--- config.mk ---
export PLATFORM = sky130hd
export DESIGN_NAME = rha_arbiter
export DESIGN_NICKNAME = d
export VERILOG_FILES = /design/src/design/rha_pkg.sv /design/src/design/rha_byte_ptr.sv /design/src/design/rha_arbiter.sv
export VERILOG_INCLUDE_DIRS = /design/src /design/src/design
export SDC_FILE = /design/constraint.sdc
export NUM_CORES = 1
export LEC_CHECK = 0
export ABC_AREA = 1
export BUFFER_PORTS_ARGS = -buffer_cell sky130_fd_sc_hd__buf_2
export CELL_PAD_IN_SITES_DETAIL_PLACEMENT = 1
export CELL_PAD_IN_SITES_GLOBAL_PLACEMENT = 1
export CORE_MARGIN = 2
export CORE_UTILIZATION = 38
export CTS_BUF_LIST = sky130_fd_sc_hd__clkbuf_8
export CTS_CLUSTER_DIAMETER = 200
export DETAILED_ROUTE_END_ITERATION = 16
export PLACE_DENSITY = 0.79
export SLEW_MARGIN = 10
export SYNTH_ARGS = -nofsm -noshare
export SYNTH_HDL_FRONTEND = slang
export SYNTH_SLANG_ARGS = --single-unit
export TNS_END_PERCENT = 50
--- constraint.sdc ---
create_clock -name SYS_CLK_I -period 3.1 [get_ports SYS_CLK_I]
set_input_delay 0.465 -clock SYS_CLK_I [delete_from_list [all_inputs] [get_ports SYS_CLK_I]]
set_output_delay 0.465 -clock SYS_CLK_I [all_outputs]
set_load 0.01 [all_outputs]
--- src/design/rha_params.svh ---
`ifndef RHA_PARAMS_SVH
`define RHA_PARAMS_SVH
// Config register field positions
`define RHA_BIT_IRQ 7
`define RHA_BIT_STEP 6
`define RHA_BIT_FBW 5
`define RHA_BIT_LRD 4
`define RHA_BIT_LWR 3
`define RHA_BIT_RUN 2
// Memory select encodings
`define RHA_MS_DATA 2'h0
`define RHA_MS_INSTR 2'h1
`define RHA_MS_PCLO 2'h2
`define RHA_MS_PCHI 2'h3
// Config reset value: instruction memory selected, core stopped
`define RHA_CFG_RESET 8'h01
// Access phase least length in T-states
`define RHA_ACC_MIN 2
// Instruction write yield least length in T-states
`define RHA_IWR_MIN 3
`endif

--- src/design/rha_pkg.sv ---
package rha_pkg;
    // Arbiter phases
    typedef enum logic [2:0] {
        ST_IDLE,
        ST_ARB,
        ST_SETUP,
        ST_ACCESS,
        ST_TERM,
        ST_HOLD
    } rha_state_t;
    // Latched access descriptor
    typedef struct packed {
        logic is_write;
        logic is_cfg;
        logic [1:0] msel;
    } rha_cmd_t;
endpackage

--- src/design/rha_byte_ptr.sv ---
`timescale 1ns/1ns
// Instruction byte pointer: low byte first, toggles per instruction access
module rha_byte_ptr
(
    input wire logic clk_i,
    input wire logic nrst_i,
    input wire logic toggle_i,
    input wire logic force_low_i,
    output logic high_o
);
    logic high_reg;
    logic high_next;

    // Forced low wins so a fresh word boundary is always honoured
    assign high_next = force_low_i ? 1'b0 : (toggle_i ? ~high_reg : high_reg);

    // Pointer state
    always_ff @(posedge clk_i or negedge nrst_i)
    begin
        if (!nrst_i)
        begin
            high_reg <= 1'b0;
        end
        else
        begin
            high_reg <= high_next;
        end
    end

    assign high_o = high_reg;
endmodule

--- src/design/rha_arbiter.sv ---
`timescale 1ns/1ns
`include "rha_params.svh"
// Overview of operation
// - Config byte: irq, step, fbw, lrd, lwr, run, msel
// - Select low plus either strobe starts access
// - Acknowledge drops low soon after access start
// - Yield bus once core leaves data memory
// - Arbitration at least one T-state, lengthened
// - Command select sampled once, held whole access
// - Internal strobe falls one T-state after yield
// - Access phase two T-states plus waits
// - Ack rise ends access; yield falls later
// - Config byte drives bus by default
// - Config write captured at ack rise
// - Data access floats bus, memory strobes
// - Select 11 PC high, 10 PC low
// - PC read valid after yield; writes float
// - Instruction memory selected at power-up
// - Low then high byte; PC increments after high
// - Byte pointer resets, toggles, forced low
// - Instruction read byte drives bus, waits
// - Instruction write yields three T-states
// - Fast buffered write bit chooses fast ending
// - Latched read and latched write mode bits
// - Run bit starts and stops the core
// - Step bit runs one instruction, reads zero
module rha_arbiter
    import rha_pkg::*;
(
    input wire logic SYS_CLK_I,
    input wire logic NRST_I,
    input wire logic REMOTE_SELECT_N_I,
    input wire logic HOST_READ_N_I,
    input wire logic HOST_WRITE_N_I,
    input wire logic CMD_SELECT_I,
    input wire logic WAIT_N_I,
    input wire logic REMOTE_LOCKOUT_I,
    input wire logic LOCAL_DATA_MEMORY_BUSY_I,
    input wire logic [1:0] DATA_WAIT_STATES_I,
    input wire logic [1:0] INSTR_WAIT_STATES_I,
    input wire logic [7:0] AD_I,
    output logic [7:0] AD_O,
    output logic AD_OE_O,
    output logic TRANSFER_ACK_N_O,
    output logic BUS_YIELD_O,
    output logic MEM_READ_N_O,
    output logic MEM_WRITE_N_O,
    output logic INSTR_WRITE_STROBE_N_O,
    output logic [15:0] INSTR_WORD_O,
    input wire logic [15:0] INSTR_I,
    output logic [15:0] PC_O,
    output logic RUN_O,
    output logic STEP_PULSE_O,
    input wire logic STEP_DONE_I,
    input wire logic IRQ_STATUS_I,
    output logic FAST_BUFFERED_WRITE_O,
    output logic LATCHED_READ_O,
    output logic LATCHED_WRITE_O
);
    rha_state_t state_reg; // Arbiter phase
    rha_state_t state_next;
    rha_cmd_t cmd_reg; // Access descriptor caught at start
    logic [7:0] cfg_reg; // Config byte, step bit kept apart
    logic step_reg; // Single-step request pending
    logic [15:0] pc_reg; // Program counter
    logic [7:0] low_hold_reg; // Low instruction byte holding
    logic [2:0] cnt_reg; // Phase T-state counter
    logic arb_first_reg; // High during the first arbitration cycle only
    logic [2:0] cnt_next;
    logic [7:0] rd_reg; // Read data held for the host
    logic byte_high; // Byte pointer state
    logic ptr_toggle;
    logic ptr_force_low;

    // Request decode, no ordering between select and strobe
    wire req = ~REMOTE_SELECT_N_I & (~HOST_READ_N_I | ~HOST_WRITE_N_I);
    wire is_instr = ~cmd_reg.is_cfg & (cmd_reg.msel == `RHA_MS_INSTR);
    wire is_data = ~cmd_reg.is_cfg & (cmd_reg.msel == `RHA_MS_DATA);
    wire is_pc = ~cmd_reg.is_cfg & cmd_reg.msel[1];
    wire bus_free = ~LOCAL_DATA_MEMORY_BUSY_I & ~REMOTE_LOCKOUT_I;

    // Access length: base plus programmed waits by target
    function automatic logic [2:0] acc_len(input rha_cmd_t c, input logic [1:0] dws,
                                           input logic [1:0] iws);
        logic [2:0] len;
        len = 3'(`RHA_ACC_MIN);
        if (!c.is_cfg && c.msel == `RHA_MS_DATA)
            len = len + {1'b0, dws};
        else if (!c.is_cfg && c.msel == `RHA_MS_INSTR)
            len = len + {1'b0, iws} + 3'(c.is_write); // Write yields a T-state longer
        acc_len = len;
    endfunction

    wire [2:0] need = acc_len(cmd_reg, DATA_WAIT_STATES_I, INSTR_WAIT_STATES_I);
    wire acc_done = (cnt_reg >= need - 3'h1) & WAIT_N_I;
    // Termination end depends on interface mode
    wire slow_end = cmd_reg.is_write ? (~cfg_reg[`RHA_BIT_LWR] & ~cfg_reg[`RHA_BIT_FBW])
                                     : ~cfg_reg[`RHA_BIT_LRD];
    wire strobe_gone = cmd_reg.is_write ? HOST_WRITE_N_I : HOST_READ_N_I;

    // Phase sequencing
    always_comb
    begin
        state_next = state_reg;
        cnt_next = cnt_reg;
        unique case (state_reg)
            ST_IDLE:
            begin
                if (req)
                    state_next = ST_ARB;
            end
            ST_ARB:
            begin
                if (bus_free || cmd_reg.is_cfg)
                    state_next = ST_SETUP;
            end
            ST_SETUP:
            begin
                state_next = ST_ACCESS;
                cnt_next = 3'h0;
            end
            ST_ACCESS:
            begin
                if (acc_done)
                    state_next = ST_TERM;
                else
                    cnt_next = cnt_reg + 3'h1;
            end
            ST_TERM:
            begin
                if (!slow_end || strobe_gone)
                    state_next = ST_HOLD;
            end
            ST_HOLD:
            begin
                if (!req)
                    state_next = ST_IDLE; // Wait for host to finish strobe
            end
            default:
            begin
                state_next = ST_IDLE; // Unused codes fall back to idle
            end
        endcase
    end

    // State and counter
    always_ff @(posedge SYS_CLK_I or negedge NRST_I)
    begin
        if (!NRST_I)
        begin
            state_reg <= ST_IDLE;
            cnt_reg <= 3'h0;
            arb_first_reg <= 1'b0;
        end
        else
        begin
            state_reg <= state_next;
            cnt_reg <= cnt_next;
            arb_first_reg <= (state_reg == ST_IDLE) & req;
        end
    end

    // Command select sampled on the first falling edge after start, never again
    always_ff @(negedge SYS_CLK_I or negedge NRST_I)
    begin
        if (!NRST_I)
        begin
            cmd_reg <= '0;
        end
        else if (arb_first_reg)
        begin
            cmd_reg <= '{~HOST_WRITE_N_I, CMD_SELECT_I, cfg_reg[1:0]};
        end
    end

    wire ack_rise = (state_reg == ST_ACCESS) & acc_done;
    wire wr_commit = ack_rise & cmd_reg.is_write;
    wire instr_acc = ack_rise & is_instr;
    wire cfg_wr = wr_commit & cmd_reg.is_cfg;
    // Core is assumed stopped for PC and instruction accesses; host keeps this
    wire pc_inc = instr_acc & byte_high;

    // Config byte, captured on ack rise
    always_ff @(posedge SYS_CLK_I or negedge NRST_I)
    begin
        if (!NRST_I)
        begin
            cfg_reg <= `RHA_CFG_RESET;
            step_reg <= 1'b0;
        end
        else if (cfg_wr)
        begin
            cfg_reg <= {1'b0, 1'b0, AD_I[5:0]};
            step_reg <= AD_I[`RHA_BIT_STEP] | (step_reg & ~STEP_DONE_I);
        end
        else if (STEP_DONE_I)
            step_reg <= 1'b0;
    end

    // Program counter and holding register
    always_ff @(posedge SYS_CLK_I or negedge NRST_I)
    begin
        if (!NRST_I)
        begin
            pc_reg <= 16'h0000;
            low_hold_reg <= 8'h00;
        end
        else
        begin
            if (wr_commit && is_pc && cmd_reg.msel[0])
                pc_reg[15:8] <= AD_I;
            else if (wr_commit && is_pc)
                pc_reg[7:0] <= AD_I;
            else if (pc_inc)
                pc_reg <= pc_reg + 16'h0001;
            if (instr_acc && !byte_high && cmd_reg.is_write)
                low_hold_reg <= AD_I;
        end
    end

    assign ptr_toggle = instr_acc;
    assign ptr_force_low = cfg_wr & (AD_I[1:0] == `RHA_MS_INSTR);

    rha_byte_ptr u_ptr
    (
        .clk_i(SYS_CLK_I),
        .nrst_i(NRST_I),
        .toggle_i(ptr_toggle),
        .force_low_i(ptr_force_low),
        .high_o(byte_high)
    );

    // Readback byte by target
    wire [7:0] cfg_view = {IRQ_STATUS_I, 1'b0, cfg_reg[5:0]};
    wire [7:0] rd_sel = is_pc ? (cmd_reg.msel[0] ? pc_reg[15:8] : pc_reg[7:0])
                      : is_instr ? (byte_high ? INSTR_I[15:8] : INSTR_I[7:0])
                      : cfg_view;

    // Bus data register: config by default, target byte loaded during a read's access phase
    always_ff @(posedge SYS_CLK_I or negedge NRST_I)
    begin
        if (!NRST_I)
            rd_reg <= 8'h00;
        else if (state_reg == ST_ACCESS && !cmd_reg.is_write)
            rd_reg <= rd_sel;
        else
            rd_reg <= cfg_view;
    end

    wire yield = (state_reg == ST_SETUP) | (state_reg == ST_ACCESS) | (state_reg == ST_TERM);
    wire in_acc = state_reg == ST_ACCESS;

    assign BUS_YIELD_O = yield;
    assign TRANSFER_ACK_N_O = ~((state_reg == ST_ARB) | (state_reg == ST_SETUP) | in_acc);
    // Bus floats for writes and data accesses while yielded
    assign AD_OE_O = ~(yield & (cmd_reg.is_write | is_data));
    assign AD_O = rd_reg;
    assign MEM_READ_N_O = ~(in_acc & ~cmd_reg.is_write & is_data);
    assign MEM_WRITE_N_O = ~(in_acc & cmd_reg.is_write & is_data);
    assign INSTR_WRITE_STROBE_N_O = ~(in_acc & cmd_reg.is_write & is_instr & byte_high);
    assign INSTR_WORD_O = {AD_I, low_hold_reg};
    assign PC_O = pc_reg;
    assign RUN_O = cfg_reg[`RHA_BIT_RUN];
    assign STEP_PULSE_O = step_reg;
    assign FAST_BUFFERED_WRITE_O = cfg_reg[`RHA_BIT_FBW];
    assign LATCHED_READ_O = cfg_reg[`RHA_BIT_LRD];
    assign LATCHED_WRITE_O = cfg_reg[`RHA_BIT_LWR];

    // Arbitration holds at least one T-state before yield
    property p_arb_min;
        @(posedge SYS_CLK_I) disable iff (!NRST_I)
        $rose(BUS_YIELD_O) |-> $past(state_reg) == ST_ARB;
    endproperty
    a_arb_min: assert property (p_arb_min) else $error("yield without arbitration");

    // No yield for a non-config access while core holds data memory
    property p_no_yield_busy;
        @(posedge SYS_CLK_I) disable iff (!NRST_I)
        (state_reg == ST_ARB && LOCAL_DATA_MEMORY_BUSY_I && !cmd_reg.is_cfg) |=> !BUS_YIELD_O;
    endproperty
    a_no_yield_busy: assert property (p_no_yield_busy) else $error("yield during local");

    // Strobe falls one T-state after yield rises
    property p_strobe_delay;
        @(posedge SYS_CLK_I) disable iff (!NRST_I)
        $rose(BUS_YIELD_O) && is_data |=> !MEM_READ_N_O || !MEM_WRITE_N_O;
    endproperty
    a_strobe_delay: assert property (p_strobe_delay) else $error("strobe late");

    // Access phase lasts at least two T-states
    property p_acc_min;
        @(posedge SYS_CLK_I) disable iff (!NRST_I)
        $rose(state_reg == ST_ACCESS) |-> (state_reg == ST_ACCESS)[*2];
    endproperty
    a_acc_min: assert property (p_acc_min) else $error("access too short");

    // Yield falls one T-state after ack rises, at least
    property p_term;
        @(posedge SYS_CLK_I) disable iff (!NRST_I)
        $rose(TRANSFER_ACK_N_O) |-> BUS_YIELD_O;
    endproperty
    a_term: assert property (p_term) else $error("yield dropped with ack");

    // Ack low within a cycle of a request
    property p_ack;
        @(posedge SYS_CLK_I) disable iff (!NRST_I)
        (state_reg == ST_IDLE && req) |=> !TRANSFER_ACK_N_O;
    endproperty
    a_ack: assert property (p_ack) else $error("ack not asserted");

    // PC advances only after a high byte access
    property p_pc_inc;
        @(posedge SYS_CLK_I) disable iff (!NRST_I)
        pc_inc |=> pc_reg == $past(pc_reg) + 16'h0001;
    endproperty
    a_pc_inc: assert property (p_pc_inc) else $error("pc not incremented");

    // Step bit always reads zero
    property p_step_zero;
        @(posedge SYS_CLK_I) disable iff (!NRST_I)
        AD_OE_O && !BUS_YIELD_O |-> !AD_O[`RHA_BIT_STEP];
    endproperty
    a_step_zero: assert property (p_step_zero) else $error("step bit visible");

    // Selecting instruction memory forces low byte
    property p_ptr_low;
        @(posedge SYS_CLK_I) disable iff (!NRST_I)
        ptr_force_low |=> !byte_high;
    endproperty
    a_ptr_low: assert property (p_ptr_low) else $error("pointer not low");

    // Command descriptor frozen once its falling edge has passed
    property p_cmd_once;
        @(posedge SYS_CLK_I) disable iff (!NRST_I)
        (state_reg != ST_IDLE) && !arb_first_reg |=> $stable(cmd_reg);
    endproperty
    a_cmd_once: assert property (p_cmd_once) else $error("command resampled");

    // Instruction write keeps the bus yielded three T-states at least
    property p_iwr_yield;
        @(posedge SYS_CLK_I) disable iff (!NRST_I)
        $rose(BUS_YIELD_O) && is_instr && cmd_reg.is_write |-> BUS_YIELD_O[*3];
    endproperty
    a_iwr_yield: assert property (p_iwr_yield) else $error("instruction yield short");
endmodule

# Word-level counts from Yosys, hierarchy flattened
# Index checks and enable logic that the tools add are counted.
# Widths: inputs -> output; s select.
[totals]
in_bits = 39
output_inout_bits = 51
register_bits = 51
[classes]
reduce_logical = 24
n_eq_ne = 14
addsub = 6
order_cmp = 1
bitwise_logic = 47
n_mux = 25
[ops]
columns = ["operator", "n"]
rows = [
  ["$mux 8", 8],
  ["$mux 3", 8],
  ["$and 1x1->1", 22],
  ["$not 1->1", 18],
  ["$pmux 3 s6", 1],
  ["$add 16x1->16 const B", 1],
  ["$mux 16", 1],
  ["$ne 2x2->1 const B", 6],
  ["$reduce_bool 2->1", 5],
  ["$logic_and 1x1->1", 7],
  ["$or 1x1->1", 7],
  ["$add 2x2->3 const A", 2],
  ["$eq 3x2->1 const B", 2],
  ["$eq 3x3->1 const B", 2],
  ["$mux 1", 6],
  ["$pmux 3 s2", 1],
  ["$reduce_and 2->1", 3],
  ["$reduce_and 5->1", 1],
  ["$eq 2x1->1 const B", 2],
  ["$logic_not 1->1", 4],
  ["$add 3x1->3", 1],
  ["$add 3x1->3 const B", 1],
  ["$eq 3x1->1 const B", 1],
  ["$ge 3x3->1", 1],
  ["5 further kinds", 6],
]

# Longest topological paths before layout
[logic_depth]
word_depth = 13
depth_mapped = 20
ltp_nobuf = 19

# Modules after synthesis
# A second synthesis with hierarchy kept.
[unflattened]
hier_cells = 431
hier_area_um2 = 3171.8
[by_module_without_submodules]
columns = ["module", "n_inst", "cells_per_inst", "area_per_inst_um2"]
rows = [
  ["rha_arbiter", 1, 425, 3128.0],
  ["rha_byte_ptr", 1, 6, 43.8],
]

==> results_dict.tcl <==
set metrics [dict create \
    antenna_cells 0 \
    cp_max_fo 12 \
    die_w_um 95.7 \
    seq_area_frac_synth_pct 40.0 \
    crit_path_end_kind "flop" \
    hold_viol_final 0 \
    clockRootBuffer "clkbuf_8" \
    drive_gt1_share_pct 37.2 \
    arrival_ns 4.49 \
    pre_cts_slack_ns -1.22 \
    syn_inst 443 \
    syn_area_mm2 0.00319 \
    grt_max_degree 29 \
    clk_latency_ns 0.32 \
    use_met3_pct 3.72 \
    io_pins 90 \
    grt_overflow 0 \
    hold_buffers 0 \
    ys.warnings.count 0 \
    worstHoldPathType "in -> async" \
    drv_cap 0 \
    violations "negative setup slack" \
    p_leak_nw 2.22 \
    clockBufferDepth 2 \
    area_growth_pct 36.8 \
    p_total_mw 2.81 \
    status "finished, violations left" \
    largest_reg_flops 16 \
    power.density_mw_per_mm2 644 \
    synth_cell_type_count 36 \
    slew_violations 0 \
    grt_antenna_before_repair 0 \
    drc_errors 0 \
    slew_headroom_pct 65.9 \
    vdd_drop_max_v 0.000381 \
    fin_ws_ns -1.13 \
    die_h_um 95.7 \
    cts.sinks 51 \
    num-nets-final 602 \
    fillCellCount 1033 \
    postRouteAntennaNets 0 \
    finalSetupTns_ns -39.66 \
    start_util_pct 39.0 \
    start_kind "flop" \
    final_common_cell "nand2_1" \
    die-area_mm2 0.00915 \
    cp.required_ns 3.37 \
    vias 3547 \
    h-tree-depth 2 \
    place_area_mm2 0.00396 \
    globalplace.congestion 0.906 \
    synth.avg_cell_area_um2 7.20 \
    wirelength_mm 12.4 \
    numPortBuffers 89 \
    layout_common_cells "nand2_1, buf_2, dfrtp_1, inv_1, nor2_1" \
    top_usage_layer "met2" \
    hpwl_mm 8.94 \
    grt_pass1_wl_mm 18.8 \
    synth.net_count 490 \
    grt_use_total_pct 27.3 \
    cts_tree "yes" \
    setup_viol 42 \
    viasPerCell 5.37 \
    crit_type "reg -> reg" \
    ys_ff_latch 51 \
    numCtsBuffers 5 \
    use_met2_pct 46.2 \
    skew_ns 0.0103 \
    grt_pass1_vias 3596 \
    drtIter0Drc 179 \
    clk_pin_slew_ns 0.11 \
    rsz0062_at_grt "true" \
    wl_per_cell_um 18.7 \
    row_count 33 \
    globalRouteMet1Util_pct 36.3 \
    core_mm2 0.00818 \
    worst_slew_pin_slew_ns 0.512 \
    first_pass_iters 4 \
    design_area_mm2 0.00437 \
]
power breakdown:
group	switching, mW	internal (mW)	total [mW]
Clock	0.267	0.165	0.432
Combinational	0.839	0.539	1.38
Sequential	0.183	0.819	1.00
final timing paths:
path / start / slack, ns / to / cells past startpoint
max reg2reg: cmd_reg[3] / -1.13 / PC_O[15] / 19
min in group SYS_CLK_I: STEP_DONE_I / 0.33 / STEP_PULSE_O / 2
min reg2reg: low_hold_reg[5] / 0.51 / low_hold_reg[5] / 2
max in group asynchronous: NRST_I / 1.25 / cmd_reg[3] / 1
max: cmd_reg[3] / -1.13 / PC_O[15] / 19
min: NRST_I / 0.07 / AD_O[0] / 1
cell families (layout without fill, tap and decap cells):
family          Yosys count  in the layout  share of synthesized area, %
buf+inv                  72            184                          9.92
simple gates            232            233                          32.3
compound gates           69             69                          11.6
xor+xnor                 11             11                          3.02
fa+ha+maj                 8              8                          3.14
flops                    51             51                          40.0
per-layer routing:
metal,up-vias,wire (µm)
li1,1641,-
met1,1776,5460
met2,108,6070
met3,22,534
met4,0,302
met5,-,0
final cells by class:
cell class	instances	area (µm²)	share of cell area (%)
clock buffer	5	68.8	1.58
inverter	56	215	4.93
multi-input combinational	321	1910	43.7
clock inverter	3	22.5	0.516
timing repair buffer	120	741	17.0
sequential	51	1280	29.3
tap	105	131	3.01
Yosys cell counts:
cell type / instances / area share (%)
a21boi_0: 1 / 0.24
a21oi_1: 15 / 2.4
a22o_1: 1 / 0.27
buf_2: 4 / 0.63
buf_4: 9 / 2.1
buf_6: 1 / 0.35
clkbuf_1: 2 / 0.24
clkinv_1: 1 / 0.12
dfrtn_1: 4 / 3.1
dfrtp_1: 46 / 36
dfstp_2: 1 / 0.82
ha_1: 8 / 3.1
inv_1: 53 / 6.2
inv_2: 2 / 0.24
nand2_1: 134 / 16
nand2_2: 1 / 0.20
nand2_4: 1 / 0.35
nand3_1: 36 / 5.6
nand3_2: 2 / 0.63
nand3_4: 2 / 1.1
nand3b_1: 1 / 0.24
nand4_1: 5 / 0.98
nand4_2: 1 / 0.39
nor2_1: 39 / 4.6
nor2_2: 2 / 0.39
nor2_4: 4 / 1.4
nor3_1: 3 / 0.47
o211ai_1: 2 / 0.47
o21ai_0: 35 / 5.5
o21ai_1: 8 / 1.3
o21ai_2: 1 / 0.27
o22ai_1: 5 / 0.98
o31ai_1: 1 / 0.24
or2_2: 1 / 0.20
xnor2_1: 6 / 1.6
xor2_1: 5 / 1.4
critical path: stages, from the launching register on:
cell and delay (ns):
dfrtn_1 0.42, ha_2 0.17, inv_2 0.04, ha_4 0.22
nand2_1 0.05, nand2_1 0.05, ha_2 0.18, xnor2_2 0.13
ha_1 0.32, nand2_1 0.06, inv_1 0.06, nand2_2 0.06
nand2_4 0.09, nand3_4 0.09, nor2_4 0.14, buf_8 0.17
nand3_1 0.14, nand2_1 0.13, nand2_2 0.06, nand2_2 0.05
per-stage QoR:
step / hold slack, ns / std cells / util, %
detailed placement: 0.432 / 649 / 48.4
global route: 0.0940 / 661 / 53.4
global placement: 0.424 / 649 / 48.4
floorplan: 0.169 / 443 / -
CTS: 0.0830 / 659 / 51.8
finish: 0.0703 / 661 / 53.4
repair_timing:
item                       4_1_cts  5_1_grt
setup endpoints to repair       42       45
setup buffers                    1        2
gates resized for setup         51       33
pin swaps                       27        6
gates cloned                     1        0
Power figures use the tool's default switching activity.
